**config.mk**
```make
export PLATFORM = sky130hd
export DESIGN_NAME = bwc_config
export DESIGN_NICKNAME = d
export VERILOG_FILES = /design/src/hdl/bwc_pkg.sv /design/src/hdl/bwc_addr_seq.sv /design/src/hdl/bwc_config.sv
export SDC_FILE = /design/constraint.sdc
export NUM_CORES = 1
export LEC_CHECK = 0
export BUFFER_PORTS_ARGS = -buffer_cell sky130_fd_sc_hd__buf_2
export CAP_MARGIN = 20
export CELL_PAD_IN_SITES_DETAIL_PLACEMENT = 1
export CELL_PAD_IN_SITES_GLOBAL_PLACEMENT = 2
export CORE_MARGIN = 3
export CORE_UTILIZATION = 38
export DETAILED_ROUTE_END_ITERATION = 16
export PLACE_DENSITY = 0.95
export SLEW_MARGIN = 15
export SYNTH_ARGS = -nofsm -noshare
export SYNTH_HDL_FRONTEND = slang
export SYNTH_SLANG_ARGS = --single-unit
```
**constraint.sdc**
```tcl
create_clock -name clk -period 3.2 [get_ports clk]
set_input_delay 0.64 -clock clk [delete_from_list [all_inputs] [get_ports clk]]
set_output_delay 0.64 -clock clk [all_outputs]
set_load 0.05 [all_outputs]
```
**src/hdl/bwc_pkg.sv**
```systemverilog
// Functional notes
// - working wrap bit 0 enables, 1 disables
// - length code 00..11 gives 16..128 bytes
// - wrap only for quad and DDR quad reads
// - any reset loads working wrap bit from boot
// - any reset loads working length from boot
// - boot drive field 7:5 loads working drive
// - working drive writable, takes effect at once
// - register read/write and burst-length commands supported
// - wrap disabled means plain sequential addressing
// - non-array reads ignore the wrap setting
`default_nettype none
package bwc_pkg;

  // ----------------------------------------------------------------
  // configuration byte layout
  // ----------------------------------------------------------------
  typedef struct packed {
    logic [2:0] drive;      // output drive strength code
    logic       wrap_dis;   // 1 = wrap disabled
    logic [1:0] rsvd;       // reserved, always zero
    logic [1:0] wrap_len;   // wrap length code
  } bwc_cfg_t;

  // boot copy power-on value: drive 000, wrap disabled, 16 bytes
  localparam bwc_cfg_t BOOT_RESET = 8'h10;

  // field positions inside the byte
  localparam int DRIVE_LSB    = 5;
  localparam int WRAP_DIS_BIT = 4;
  localparam int WRAP_LEN_LSB = 0;

  // ----------------------------------------------------------------
  // serial commands and register addresses
  // ----------------------------------------------------------------
  localparam logic [7:0]  CMD_RD_ANY    = 8'h65;
  localparam logic [7:0]  CMD_WR_ANY    = 8'h71;
  localparam logic [7:0]  CMD_SET_BURST = 8'hC0;
  localparam logic [23:0] ADDR_BOOT_CFG = 24'h000010;
  localparam logic [23:0] ADDR_WORK_CFG = 24'h000011;
  localparam int          CMD_BITS      = 8;
  localparam int          ADDR_BITS     = 24;

  // read commands that honour the wrap setting
  localparam logic [7:0]  QUAD_RD_CMD     = 8'hA1;
  localparam logic [7:0]  DDR_QUAD_RD_CMD = 8'hA2;

  // ----------------------------------------------------------------
  // serial engine states
  // ----------------------------------------------------------------
  typedef enum logic [2:0] {
    ST_IDLE, ST_CMD, ST_ADDR, ST_DIN, ST_DOUT, ST_IGNORE
  } bwc_state_t;

  // low-address mask of the wrap block for a length code
  function automatic logic [6:0] wrap_mask(input logic [1:0] code);
    logic [6:0] m;
    m = 7'h0F;
    case (code)
      2'h0:    m = 7'h0F;
      2'h1:    m = 7'h1F;
      2'h2:    m = 7'h3F;
      default: m = 7'h7F;
    endcase
    return m;
  endfunction : wrap_mask

  // reserved bits never store a one
  function automatic bwc_cfg_t clean_cfg(input logic [7:0] b);
    bwc_cfg_t c;
    c      = b;
    c.rsvd = 2'h0;
    return c;
  endfunction : clean_cfg

endpackage : bwc_pkg
`default_nettype wire

```
**src/hdl/bwc_addr_seq.sv**
```systemverilog
`timescale 1ns/1ps
`default_nettype none
module bwc_addr_seq #(
  parameter logic [7:0] QUAD_CMD = bwc_pkg::QUAD_RD_CMD,
  parameter logic [7:0] DDR_CMD  = bwc_pkg::DDR_QUAD_RD_CMD
) (
  input  wire logic             clk,
  input  wire logic             rstn,
  input  wire logic             ce,
  input  wire logic             start,    // new read begins
  input  wire logic [7:0]       cmd,      // read command code
  input  wire logic             main,     // read targets main array
  input  wire logic [31:0]      addr_in,  // first byte address
  input  wire logic             adv,      // one byte consumed
  input  wire bwc_pkg::bwc_cfg_t cfg,     // working configuration
  output logic [31:0]           addr_r,   // current byte address
  output logic                  wrap_r    // burst runs wrapped
);

  // ----------------------------------------------------------------
  // state
  // ----------------------------------------------------------------
  logic [31:0] addr_nxt;  // next byte address
  logic        wrap_nxt;  // next wrap mode
  logic [6:0]  mask_r;    // block mask latched at start
  logic [6:0]  mask_nxt;
  logic        is_quad;   // command is one of the two quad reads

  // mode fixed at start so a mid-burst write cannot tear a burst
  always_comb begin
    is_quad  = (cmd == QUAD_CMD) || (cmd == DDR_CMD);
    addr_nxt = addr_r;
    wrap_nxt = wrap_r;
    mask_nxt = mask_r;
    if (start) begin
      addr_nxt = addr_in;
      wrap_nxt = main && is_quad && !cfg.wrap_dis;
      mask_nxt = bwc_pkg::wrap_mask(cfg.wrap_len);
    end else if (adv) begin
      if (wrap_r) begin
        // roll within the aligned block
        addr_nxt = {addr_r[31:7],
                    (addr_r[6:0] & ~mask_r) | ((addr_r[6:0] + 7'h01) & mask_r)};
      end else begin
        addr_nxt = addr_r + 32'h0000_0001;
      end
    end
  end

  // registers
  always_ff @(posedge clk or negedge rstn) begin
    if (!rstn) begin
      addr_r <= 32'h0000_0000;
      wrap_r <= 1'b0;
      mask_r <= 7'h0F;
    end else if (ce) begin
      addr_r <= addr_nxt;
      wrap_r <= wrap_nxt;
      mask_r <= mask_nxt;
    end
  end
endmodule : bwc_addr_seq
`default_nettype wire

```
**src/hdl/bwc_config.sv**
```systemverilog
`timescale 1ns/1ps
`default_nettype none
module bwc_config #(
  parameter logic [7:0] QUAD_CMD = bwc_pkg::QUAD_RD_CMD,
  parameter logic [7:0] DDR_CMD  = bwc_pkg::DDR_QUAD_RD_CMD
) (
  input  wire logic              clk,
  input  wire logic              rstn,
  input  wire logic              ce,
  // serial link pins, asynchronous to clk
  input  wire logic              sck_i,
  input  wire logic              cs_n_i,
  input  wire logic              si_i,
  output logic                   so_o,
  output logic                   so_oe_o,
  // software reset from the command decoder, same clock
  input  wire logic              sw_reset_i,
  // read engine side, same clock
  input  wire logic              rd_start_i,
  input  wire logic [7:0]        rd_cmd_i,
  input  wire logic              rd_main_i,
  input  wire logic [31:0]       rd_addr_i,
  input  wire logic              rd_adv_i,
  output logic [31:0]            rd_addr_o,
  output logic                   rd_wrap_o,
  // configuration presented to the device
  output bwc_pkg::bwc_cfg_t      working_cfg_o,
  output bwc_pkg::bwc_cfg_t      boot_cfg_o
);

  // ----------------------------------------------------------------
  // pin synchronisers
  // ----------------------------------------------------------------
  logic [1:0] sck_q;   // sck two-stage chain
  logic [1:0] cs_q;    // chip select chain
  logic [1:0] si_q;    // data in chain
  logic       sck_d;   // delayed second stage for edges
  logic       sck_s;   // synchronised sck
  logic       cs_s;    // synchronised chip select, high = idle
  logic       si_s;    // synchronised data in
  logic       rise;    // sck rising edge seen
  logic       fall;    // sck falling edge seen

  // chip select resets high so nothing starts before a real frame
  always_ff @(posedge clk or negedge rstn) begin
    if (!rstn) begin
      sck_q <= 2'h0;
      cs_q  <= 2'h3;
      si_q  <= 2'h0;
      sck_d <= 1'b0;
    end else if (ce) begin
      sck_q <= {sck_q[0], sck_i};
      cs_q  <= {cs_q[0], cs_n_i};
      si_q  <= {si_q[0], si_i};
      sck_d <= sck_q[1];
    end
  end

  // only the second stage is looked at by logic
  always_comb begin
    sck_s = sck_q[1];
    cs_s  = cs_q[1];
    si_s  = si_q[1];
    rise  = sck_s && !sck_d;
    fall  = !sck_s && sck_d;
  end

  // ----------------------------------------------------------------
  // serial engine and configuration registers
  // ----------------------------------------------------------------
  bwc_pkg::bwc_state_t st_r, st_nxt;       // engine state
  logic [4:0]          cnt_r, cnt_nxt;     // bit counter
  logic [7:0]          sh_r, sh_nxt;       // input shifter
  logic [7:0]          cmd_r, cmd_nxt;     // latched command
  logic [23:0]         addr_r, addr_nxt;   // register address
  logic [7:0]          osh_r, osh_nxt;     // output shifter
  logic                so_nxt;             // next data out
  logic                oe_nxt;             // next output enable
  bwc_pkg::bwc_cfg_t   boot_r, boot_nxt;   // persistent copy
  bwc_pkg::bwc_cfg_t   work_r, work_nxt;   // working copy
  logic [7:0]          byte_in;            // byte completed this edge
  logic                wr_work_hit;        // generic write to working copy
  logic                burst_set_hit;      // burst-length write
  logic                wr_boot_hit;        // generic write to boot copy

  // register read view; unmapped addresses read zero
  function automatic logic [7:0] reg_view(input logic [23:0] a,
                                          input bwc_pkg::bwc_cfg_t bt,
                                          input bwc_pkg::bwc_cfg_t wk);
    logic [7:0] v;
    v = 8'h00;
    if (a == bwc_pkg::ADDR_BOOT_CFG) begin
      v = bt;
    end else if (a == bwc_pkg::ADDR_WORK_CFG) begin
      v = wk;
    end
    return v;
  endfunction : reg_view

  // next-state logic; one byte payload for writes, repeat on reads
  always_comb begin
    st_nxt      = st_r;
    cnt_nxt     = cnt_r;
    sh_nxt      = sh_r;
    cmd_nxt     = cmd_r;
    addr_nxt    = addr_r;
    osh_nxt     = osh_r;
    boot_nxt    = boot_r;
    work_nxt    = work_r;
    byte_in     = {sh_r[6:0], si_s};
    wr_work_hit = 1'b0;
    burst_set_hit = 1'b0;
    wr_boot_hit = 1'b0;
    if (cs_s) begin
      // deselected: abandon any partial command
      st_nxt  = bwc_pkg::ST_IDLE;
      cnt_nxt = 5'h00;
    end else begin
      case (st_r)
        bwc_pkg::ST_IDLE: begin
          st_nxt  = bwc_pkg::ST_CMD;
          cnt_nxt = 5'h00;
        end
        bwc_pkg::ST_CMD: begin
          if (rise) begin
            sh_nxt  = byte_in;
            cnt_nxt = cnt_r + 5'h01;
            if (cnt_r == 5'(bwc_pkg::CMD_BITS - 1)) begin
              cmd_nxt = byte_in;
              cnt_nxt = 5'h00;
              // decode of supported commands
              if (byte_in == bwc_pkg::CMD_RD_ANY || byte_in == bwc_pkg::CMD_WR_ANY) begin
                st_nxt = bwc_pkg::ST_ADDR;
              end else if (byte_in == bwc_pkg::CMD_SET_BURST) begin
                st_nxt = bwc_pkg::ST_DIN;
              end else begin
                st_nxt = bwc_pkg::ST_IGNORE;
              end
            end
          end
        end
        bwc_pkg::ST_ADDR: begin
          if (rise) begin
            addr_nxt = {addr_r[22:0], si_s};
            cnt_nxt  = cnt_r + 5'h01;
            if (cnt_r == 5'(bwc_pkg::ADDR_BITS - 1)) begin
              cnt_nxt = 5'h00;
              if (cmd_r == bwc_pkg::CMD_RD_ANY) begin
                st_nxt  = bwc_pkg::ST_DOUT;
                osh_nxt = reg_view({addr_r[22:0], si_s}, boot_r, work_r);
              end else begin
                st_nxt = bwc_pkg::ST_DIN;
              end
            end
          end
        end
        bwc_pkg::ST_DIN: begin
          if (rise) begin
            sh_nxt  = byte_in;
            cnt_nxt = cnt_r + 5'h01;
            if (cnt_r == 5'(bwc_pkg::CMD_BITS - 1)) begin
              st_nxt = bwc_pkg::ST_IGNORE;
              if (cmd_r == bwc_pkg::CMD_SET_BURST) begin
                // burst length touches only the wrap fields
                burst_set_hit     = 1'b1;
                work_nxt.wrap_dis = byte_in[bwc_pkg::WRAP_DIS_BIT];
                work_nxt.wrap_len = byte_in[bwc_pkg::WRAP_LEN_LSB +: 2];
              end else if (addr_r == bwc_pkg::ADDR_WORK_CFG) begin
                // drive code acts on the pads right away
                wr_work_hit = 1'b1;
                work_nxt    = bwc_pkg::clean_cfg(byte_in);
              end else if (addr_r == bwc_pkg::ADDR_BOOT_CFG) begin
                wr_boot_hit = 1'b1;
                boot_nxt    = bwc_pkg::clean_cfg(byte_in);
              end
            end
          end
        end
        bwc_pkg::ST_DOUT: begin
          // rises count bits, falls present the next bit
          if (rise) begin
            cnt_nxt = {2'h0, cnt_r[2:0] + 3'h1};
          end
          if (fall) begin
            if (cnt_r[2:0] == 3'h0) begin
              osh_nxt = reg_view(addr_r, boot_r, work_r);
            end else begin
              osh_nxt = {osh_r[6:0], 1'b0};
            end
          end
        end
        default: begin
          st_nxt = st_r;  // ignore until deselect
        end
      endcase
    end
    // software reset reloads the working copy and wins over a write
    if (sw_reset_i) begin
      work_nxt = boot_r;
    end
    so_nxt = (st_nxt == bwc_pkg::ST_DOUT) ? osh_nxt[7] : 1'b0;
    oe_nxt = (st_nxt == bwc_pkg::ST_DOUT);
  end

  // registers; hardware reset puts both copies at the boot value
  always_ff @(posedge clk or negedge rstn) begin
    if (!rstn) begin
      st_r    <= bwc_pkg::ST_IDLE;
      cnt_r   <= 5'h00;
      sh_r    <= 8'h00;
      cmd_r   <= 8'h00;
      addr_r  <= 24'h000000;
      osh_r   <= 8'h00;
      so_o    <= 1'b0;
      so_oe_o <= 1'b0;
      boot_r  <= bwc_pkg::BOOT_RESET;
      work_r  <= bwc_pkg::BOOT_RESET;
    end else if (ce) begin
      st_r    <= st_nxt;
      cnt_r   <= cnt_nxt;
      sh_r    <= sh_nxt;
      cmd_r   <= cmd_nxt;
      addr_r  <= addr_nxt;
      osh_r   <= osh_nxt;
      so_o    <= so_nxt;
      so_oe_o <= oe_nxt;
      boot_r  <= boot_nxt;
      work_r  <= work_nxt;
    end
  end

  // configuration straight from the two flops
  always_comb begin
    working_cfg_o = work_r;
    boot_cfg_o    = boot_r;
  end

  // ----------------------------------------------------------------
  // read address sequencer
  // ----------------------------------------------------------------
  bwc_addr_seq #(
    .QUAD_CMD (QUAD_CMD),
    .DDR_CMD  (DDR_CMD)
  ) u_seq (
    .clk     (clk),
    .rstn    (rstn),
    .ce      (ce),
    .start   (rd_start_i),
    .cmd     (rd_cmd_i),
    .main    (rd_main_i),
    .addr_in (rd_addr_i),
    .adv     (rd_adv_i),
    .cfg     (work_r),
    .addr_r  (rd_addr_o),
    .wrap_r  (rd_wrap_o)
  );
endmodule : bwc_config
`default_nettype wire

```
# Yosys cells after proc, flatten, opt, wreduce, memory -nomap -nowiden

Index checks and enable logic that the tools add are counted.

Memory bits (read-only): 0
Output and inout port bits: 51
Register bits: 118
Logic and storage cells: 143
Bits in writable memories: 0
Input port bits: 50
Bits in latches: 0
Memories: 0

Reductions and logical operators: 32
Order comparisons: 0
Div/mod/pow operators: 0
$mul: 0
Bitwise gates (word level): 7
Add/subtract/negate cells: 4
Mux-type cells: 45
Shift-type cells: 0
Eq/ne operators: 31

Operators with widths:

| cell                  | number |
|---|---|
| $mux 8                | 16 |
| $eq 24x5->1 const B   | 4 |
| $mux 32               | 3 |
| $mux 5                | 7 |
| $mux 3                | 11 |
| $add 32x1->32 const B | 1 |
| $eq 8x8->1 const B    | 4 |
| $pmux 5 s5            | 1 |
| $eq 8x7->1 const B    | 3 |
| $pmux 7 s3            | 1 |
| $pmux 8 s2            | 1 |
| $and 7x7->7           | 2 |
| $ne 2x2->1 const B    | 7 |
| $reduce_and 7->1      | 2 |
| $ne 3x3->1 const B    | 4 |
| $pmux 3 s4            | 1 |
| $reduce_and 6->1      | 2 |
| $reduce_bool 2->1     | 6 |
| $reduce_and 4->1      | 2 |
| $reduce_and 8->1      | 1 |
| $add 7x1->7 const B   | 1 |
| $not 7->7             | 1 |
| $or 7x7->7            | 1 |
| $eq 3x2->1 const B    | 2 |
| other kinds (22)      | 35 |

# Logic depth before layout (Yosys ltp)

Word-level depth: 9
Gate-level depth with buffers: 8
Gate-level depth less buffers: 7

# Modules after synthesis

Synthesis repeated with hierarchy kept, for this count alone.

Cell total of the unflattened synthesis: 587
Area total of the unflattened synthesis: 5,993.2 um2

Modules (own cells, without submodules):

| module       | area an instance (um2) | cells each | times used | sequential area each (um2) |
|---|---|---|---|---|
| bwc_config   | 3,748.6                | 329        | 1          | 1,906.8 |
| bwc_addr_seq | 2,244.7                | 258        | 1          | 900.9 |

# Worst setup path before layout

Ideal clock, no wire load.

Path type: register -> register
From: register u_seq.addr_r[16]
To: register u_seq.addr_r[31]
Stages on the path, launching flop included: 8
Required time: 3.113 ns
Setup time: 0.087 ns
Data arrival time: 2.193 ns
Path buffers: 1
Clock period less this slack: 2.279 ns
Setup slack: 0.921 ns
Cells stage by stage: dfrtp_1 clkbuf_2 and4_1 nand4_1 nor4_2 nand3_1 or3_1 o211ai_1

Longest elaborated chain between the ends: 4

Ends and longest elaborated chain:

| what                   | line               | text |
|---|---|---|
| start, declared        | bwc_addr_seq.sv:16 | `output logic [31:0] addr_r,` |
| start signal, assigned | bwc_addr_seq.sv:57 | `addr_r <= addr_nxt;` |
| $add 32x1->32          | bwc_addr_seq.sv:45 | `addr_nxt = addr_r + 32'h0000_0001;` |
| $mux 32                | bwc_addr_seq.sv:40 | `if (wrap_r) begin` |
| $mux 32                | bwc_addr_seq.sv:39 | `end else if (adv) begin` |
| $mux 32                | bwc_addr_seq.sv:35 | `if (start) begin` |

No other way between the ends. The select of a mux whose other input is x is not followed.
A chain may end at the register's enable or synchronous reset.

# Worst setup path after layout

From: register addr_r[16]
To: register boot_r, in the netlist boot_cfg_o[1]

Longest elaborated chain between the ends: 3
Elaborated cells between the ends (all ways): 4
Classes of those cells: 2 x eq/ne; 1 x bitwise; 1 x reduce/logical

Ends and longest elaborated chain:

| what                         | line              | text |
|---|---|---|
| start, declared              | bwc_config.sv:75  | `logic [23:0] addr_r, addr_nxt;` |
| start signal, assigned       | bwc_config.sv:223 | `addr_r <= addr_nxt;` |
| $eq 24x5->1                  | bwc_config.sv:168 | `end else if (addr_r == bwc_pkg::ADDR_WORK_CFG) begin` |
| $not 1->1 (no line)          | -                 |  |
| $reduce_and 8->1 (no line) * | -                 |  |
| end signal, assigned         | bwc_config.sv:216 | `boot_r <= bwc_pkg::BOOT_RESET;` |
| end signal, assigned         | bwc_config.sv:227 | `boot_r <= boot_nxt;` |
| end, declared                | bwc_config.sv:79  | `bwc_pkg::bwc_cfg_t boot_r, boot_nxt;` |

Every way passes the cells marked *; elsewhere a longest branch is shown, timed or not.

==> results.json <==
{
  "ys_async_sr_fraction_pct": 100.0,
  "r2r_start": "addr_r[16]",
  "coreArea_mm2": 0.01531,
  "drt_iter0_markers": 355,
  "grt_max_degree": 57,
  "cts_hold_buf": 0,
  "wl_per_cell_um": 19.14,
  "period_minus_slack_ns": 2.626,
  "end_kind": "flop",
  "cellPowerDensity_mw_per_mm2": 564.3,
  "p_leak_nw": 3.078,
  "drv_slew": 0,
  "drv_cap": 0,
  "placed_cell_area_mm2": 0.006686,
  "rows": 45,
  "dpl.cell_count": 888,
  "yosys_warnings": 0,
  "synthXorXnorAreaFrac_pct": 0.2917,
  "fin_skew_ns": 0.01392,
  "worstSetupPathType": "flop to flop",
  "final_util_pct": 45.56,
  "critPathTopFamily": "simple AND/OR/NAND/NOR gates",
  "num_vias": 5150,
  "crit_slowest_cell": "nor4_1",
  "die_w_um": 131.7,
  "hold_violations": 0,
  "via_per_inst": 5.697,
  "root_buffer": "clkbuf_16",
  "n_antenna_cell": 0,
  "grt_pass1_wl_um": 28920,
  "grt_pass1_vias": 5374,
  "final_area_mm2": 0.006978,
  "initial_core_util_pct": 39.21,
  "place_congestion": 0.8205,
  "outcome": "complete, no violations",
  "grt_setup_unrepaired": "no",
  "yosys.area_share.simple_pct": 19.11,
  "synth_top_family_by_area": "simple AND/OR/NAND/NOR gates",
  "yosys_register_bits": 112,
  "yosysSeqAreaShare_pct": 46.76,
  "cp.required_ns": 3.44,
  "synth-edff-count": 0,
  "clkTransAtPathRegs_ns": 0.08,
  "nNetsFinal": 741,
  "die-area_mm2": 0.01735,
  "fin_tns_setup_ns": 0,
  "power_mw": 3.938,
  "syn_area_mm2": 0.006005,
  "htreeDepth": 3,
  "cts_resized": 0,
  "syn_avg_cell_area_um2": 9.925,
  "synth_compound_area_share_pct": 16.94,
  "dp_slack_ns": 0.5624,
  "crit_fanout": 8,
  "relSlewSlack_pct": 39.72,
  "grt_overflow": 0,
  "hp-class": "primary input to asynchronous set/reset pin",
  "holdWs_ns": 0.3377,
  "setup_viol": 0,
  "cts_buffers": 9,
  "synthCells": 605,
  "timing.rr.end": "boot_cfg_o[1]",
  "start_kind": "flop",
  "tritoncts": "yes",
  "path_cells": "nor4_1, nand4_2, nor4_4, mux2_2",
  "path_buf_inv": 0,
  "fmax_mhz": 380.9,
  "die_h_um": 131.7,
  "drc": 0,
  "ios": 101,
  "antenna_left": 0,
  "routed_wl_um": 17300,
  "ir_drop_uv": 343.6,
  "slowest_delay_ns": 0.66,
  "first_pass_iters": 4,
  "grt_antenna_before_repair": 0,
  "dp.final_hpwl_um": 12660,
  "r2r_cells": 4,
  "clock_latency_ns": 0.36,
  "period_share_pct": 82.05,
  "clkSinkCount": 112,
  "synth.area.mux_share_pct": 12.29,
  "drive_gt1_share_pct": 27.99,
  "arrival_ns": 2.87,
  "synth-main-ff-cell": "dfrtp_1",
  "clk_path_buf_depth": 2,
  "fin_ws_ns": 0.5743,
  "worstMarginPinSlew_ns": 0.9042,
  "portBuffers": 96,
  "grt_usage_pct": 20.33,
  "synth.distinct_cells": 67,
  "syn_to_final_growth_pct": 16.21,
  "yosys.area_share.adder_pct": 0.6251,
  "r2r_slack_ns": 0.57,
  "cts_setup_buffers": 0,
  "layout.cells.non_filler": 904
}
[cells by family after synthesis]
group           after synthesis
xor+xnor                      2
fa+ha+maj                     3
flops                       112
buf+inv                      57
other cells                   1
mux                          67
simple gates                207
compound gates              156
[final cells by class]
type | count | area (um^2)
repair buffers | 105 | 563.0
clock buffers | 11 | 252.7
flip-flops and latches | 112 | 2808
inverters | 21 | 78.83
fillers | 1773 | 8337
clock inverters | 5 | 38.79
multi-input cells | 439 | 2973
well taps | 211 | 264.0
[placed cells by master, fill, tap and decap left out, drive strengths merged, types with 4 or more instances in the layout]
cell / netlist / routed
and2: 5 / 5
o31ai: 7 / 7
o41ai: 4 / 4
dfrtp: 108 / 108
dfstp: 4 / 4
o21ai: 47 / 47
nand2b: 6 / 6
o311ai: 7 / 7
nand4: 15 / 15
nand3: 24 / 24
conb: 1 / 4
nor4: 18 / 18
a221o: 6 / 6
a21oi: 34 / 34
mux2i: 13 / 13
nor3: 14 / 14
mux2: 54 / 54
clkbuf: 24 / 11
a22oi: 8 / 8
and4: 5 / 5
and3: 5 / 5
or2: 4 / 4
o22ai: 10 / 10
inv: 21 / 22
nor2: 34 / 34
nand2: 52 / 52
nor3b: 5 / 5
a31oi: 9 / 9
nor2b: 9 / 9
buf: 12 / 105
[worst max-delay path by stage]
stage | cells after the start | end | slack, ns | from
final | 4 | boot_cfg_o[1] | 0.57 | addr_r[16]
after global routing | 4 | boot_cfg_o[1] | 0.43 | addr_r[16]
after CTS | 4 | boot_cfg_o[1] | 0.54 | addr_r[16]
after detailed placement | 4 | boot_cfg_o[1] | 0.56 | addr_r[16]
after global placement | 4 | boot_cfg_o[0] | 0.68 | addr_r[17]
after floorplan | 7 | u_seq.addr_r[31] | 0.92 | u_seq.addr_r[16]
[layer usage]
layer  GRT usage, %  share of wire (%)  wire length (um)  vias up
met5              0                  0                 0        -
met4          4.434               0.88               153        0
met3          4.058                4.2               728       12
met2          34.04                 49              8556       98
met1          27.53                 45              7861     2613
li1               -                  -                 -     2427
[state kept, by name, summed over array words and instances, names as in the netlist, 3 cells and up, named ones only]
register / flops
osh_r: 8
working_cfg_o: 6
cmd_r: 8
st_r: 3
u_seq.addr_r: 29
boot_cfg_o: 6
addr_r: 24
sh_r: 7
u_seq.mask_r: 3
cnt_r: 5
[power breakdown]
part | leakage [nW] | internal (mW) | total [mW] | switching, mW
Clock | 0.142 | 0.576 | 1.11 | 0.532
Sequential | 1.43 | 1.57 | 1.85 | 0.280
Combinational | 1.50 | 0.333 | 0.977 | 0.644
[cells in the mapped netlist (3+ instances only)]
| master | instances | area, um^2 |
|---|---|---|
| o21ai_0 | 45 | 225.2 |
| mux2_2 | 51 | 574.3 |
| mux2i_1 | 13 | 130.1 |
| dfstp_2 | 4 | 105.1 |
| nor3b_1 | 5 | 37.54 |
| o311ai_0 | 7 | 61.31 |
| and2_1 | 5 | 31.28 |
| a21oi_1 | 34 | 170.2 |
| a31oi_1 | 9 | 56.30 |
| nor3_1 | 14 | 70.07 |
| or2_2 | 4 | 25.02 |
| mux2_1 | 3 | 33.78 |
| and4_1 | 5 | 43.79 |
| clkbuf_1 | 23 | 86.33 |
| o22ai_1 | 10 | 62.56 |
| inv_1 | 20 | 75.07 |
| dfrtp_1 | 108 | 2703 |
| nand2_1 | 52 | 195.2 |
| o41ai_1 | 3 | 26.28 |
| nor4_1 | 15 | 93.84 |
| buf_1 | 4 | 15.01 |
| nor2_1 | 33 | 123.9 |
| nor2b_1 | 9 | 56.30 |
| a22oi_1 | 8 | 60.06 |
| nand2b_1 | 6 | 37.54 |
| a221o_1 | 6 | 60.06 |
| buf_2 | 4 | 20.02 |
| nand4_1 | 13 | 81.33 |
| ha_1 | 3 | 37.54 |
| and3_1 | 5 | 31.28 |
| buf_4 | 4 | 30.03 |
| o21a_1 | 3 | 22.52 |
| o31ai_1 | 7 | 52.55 |
| o31a_1 | 3 | 26.28 |
| nand3_1 | 24 | 120.1 |
Power figures use the tool's default switching activity.
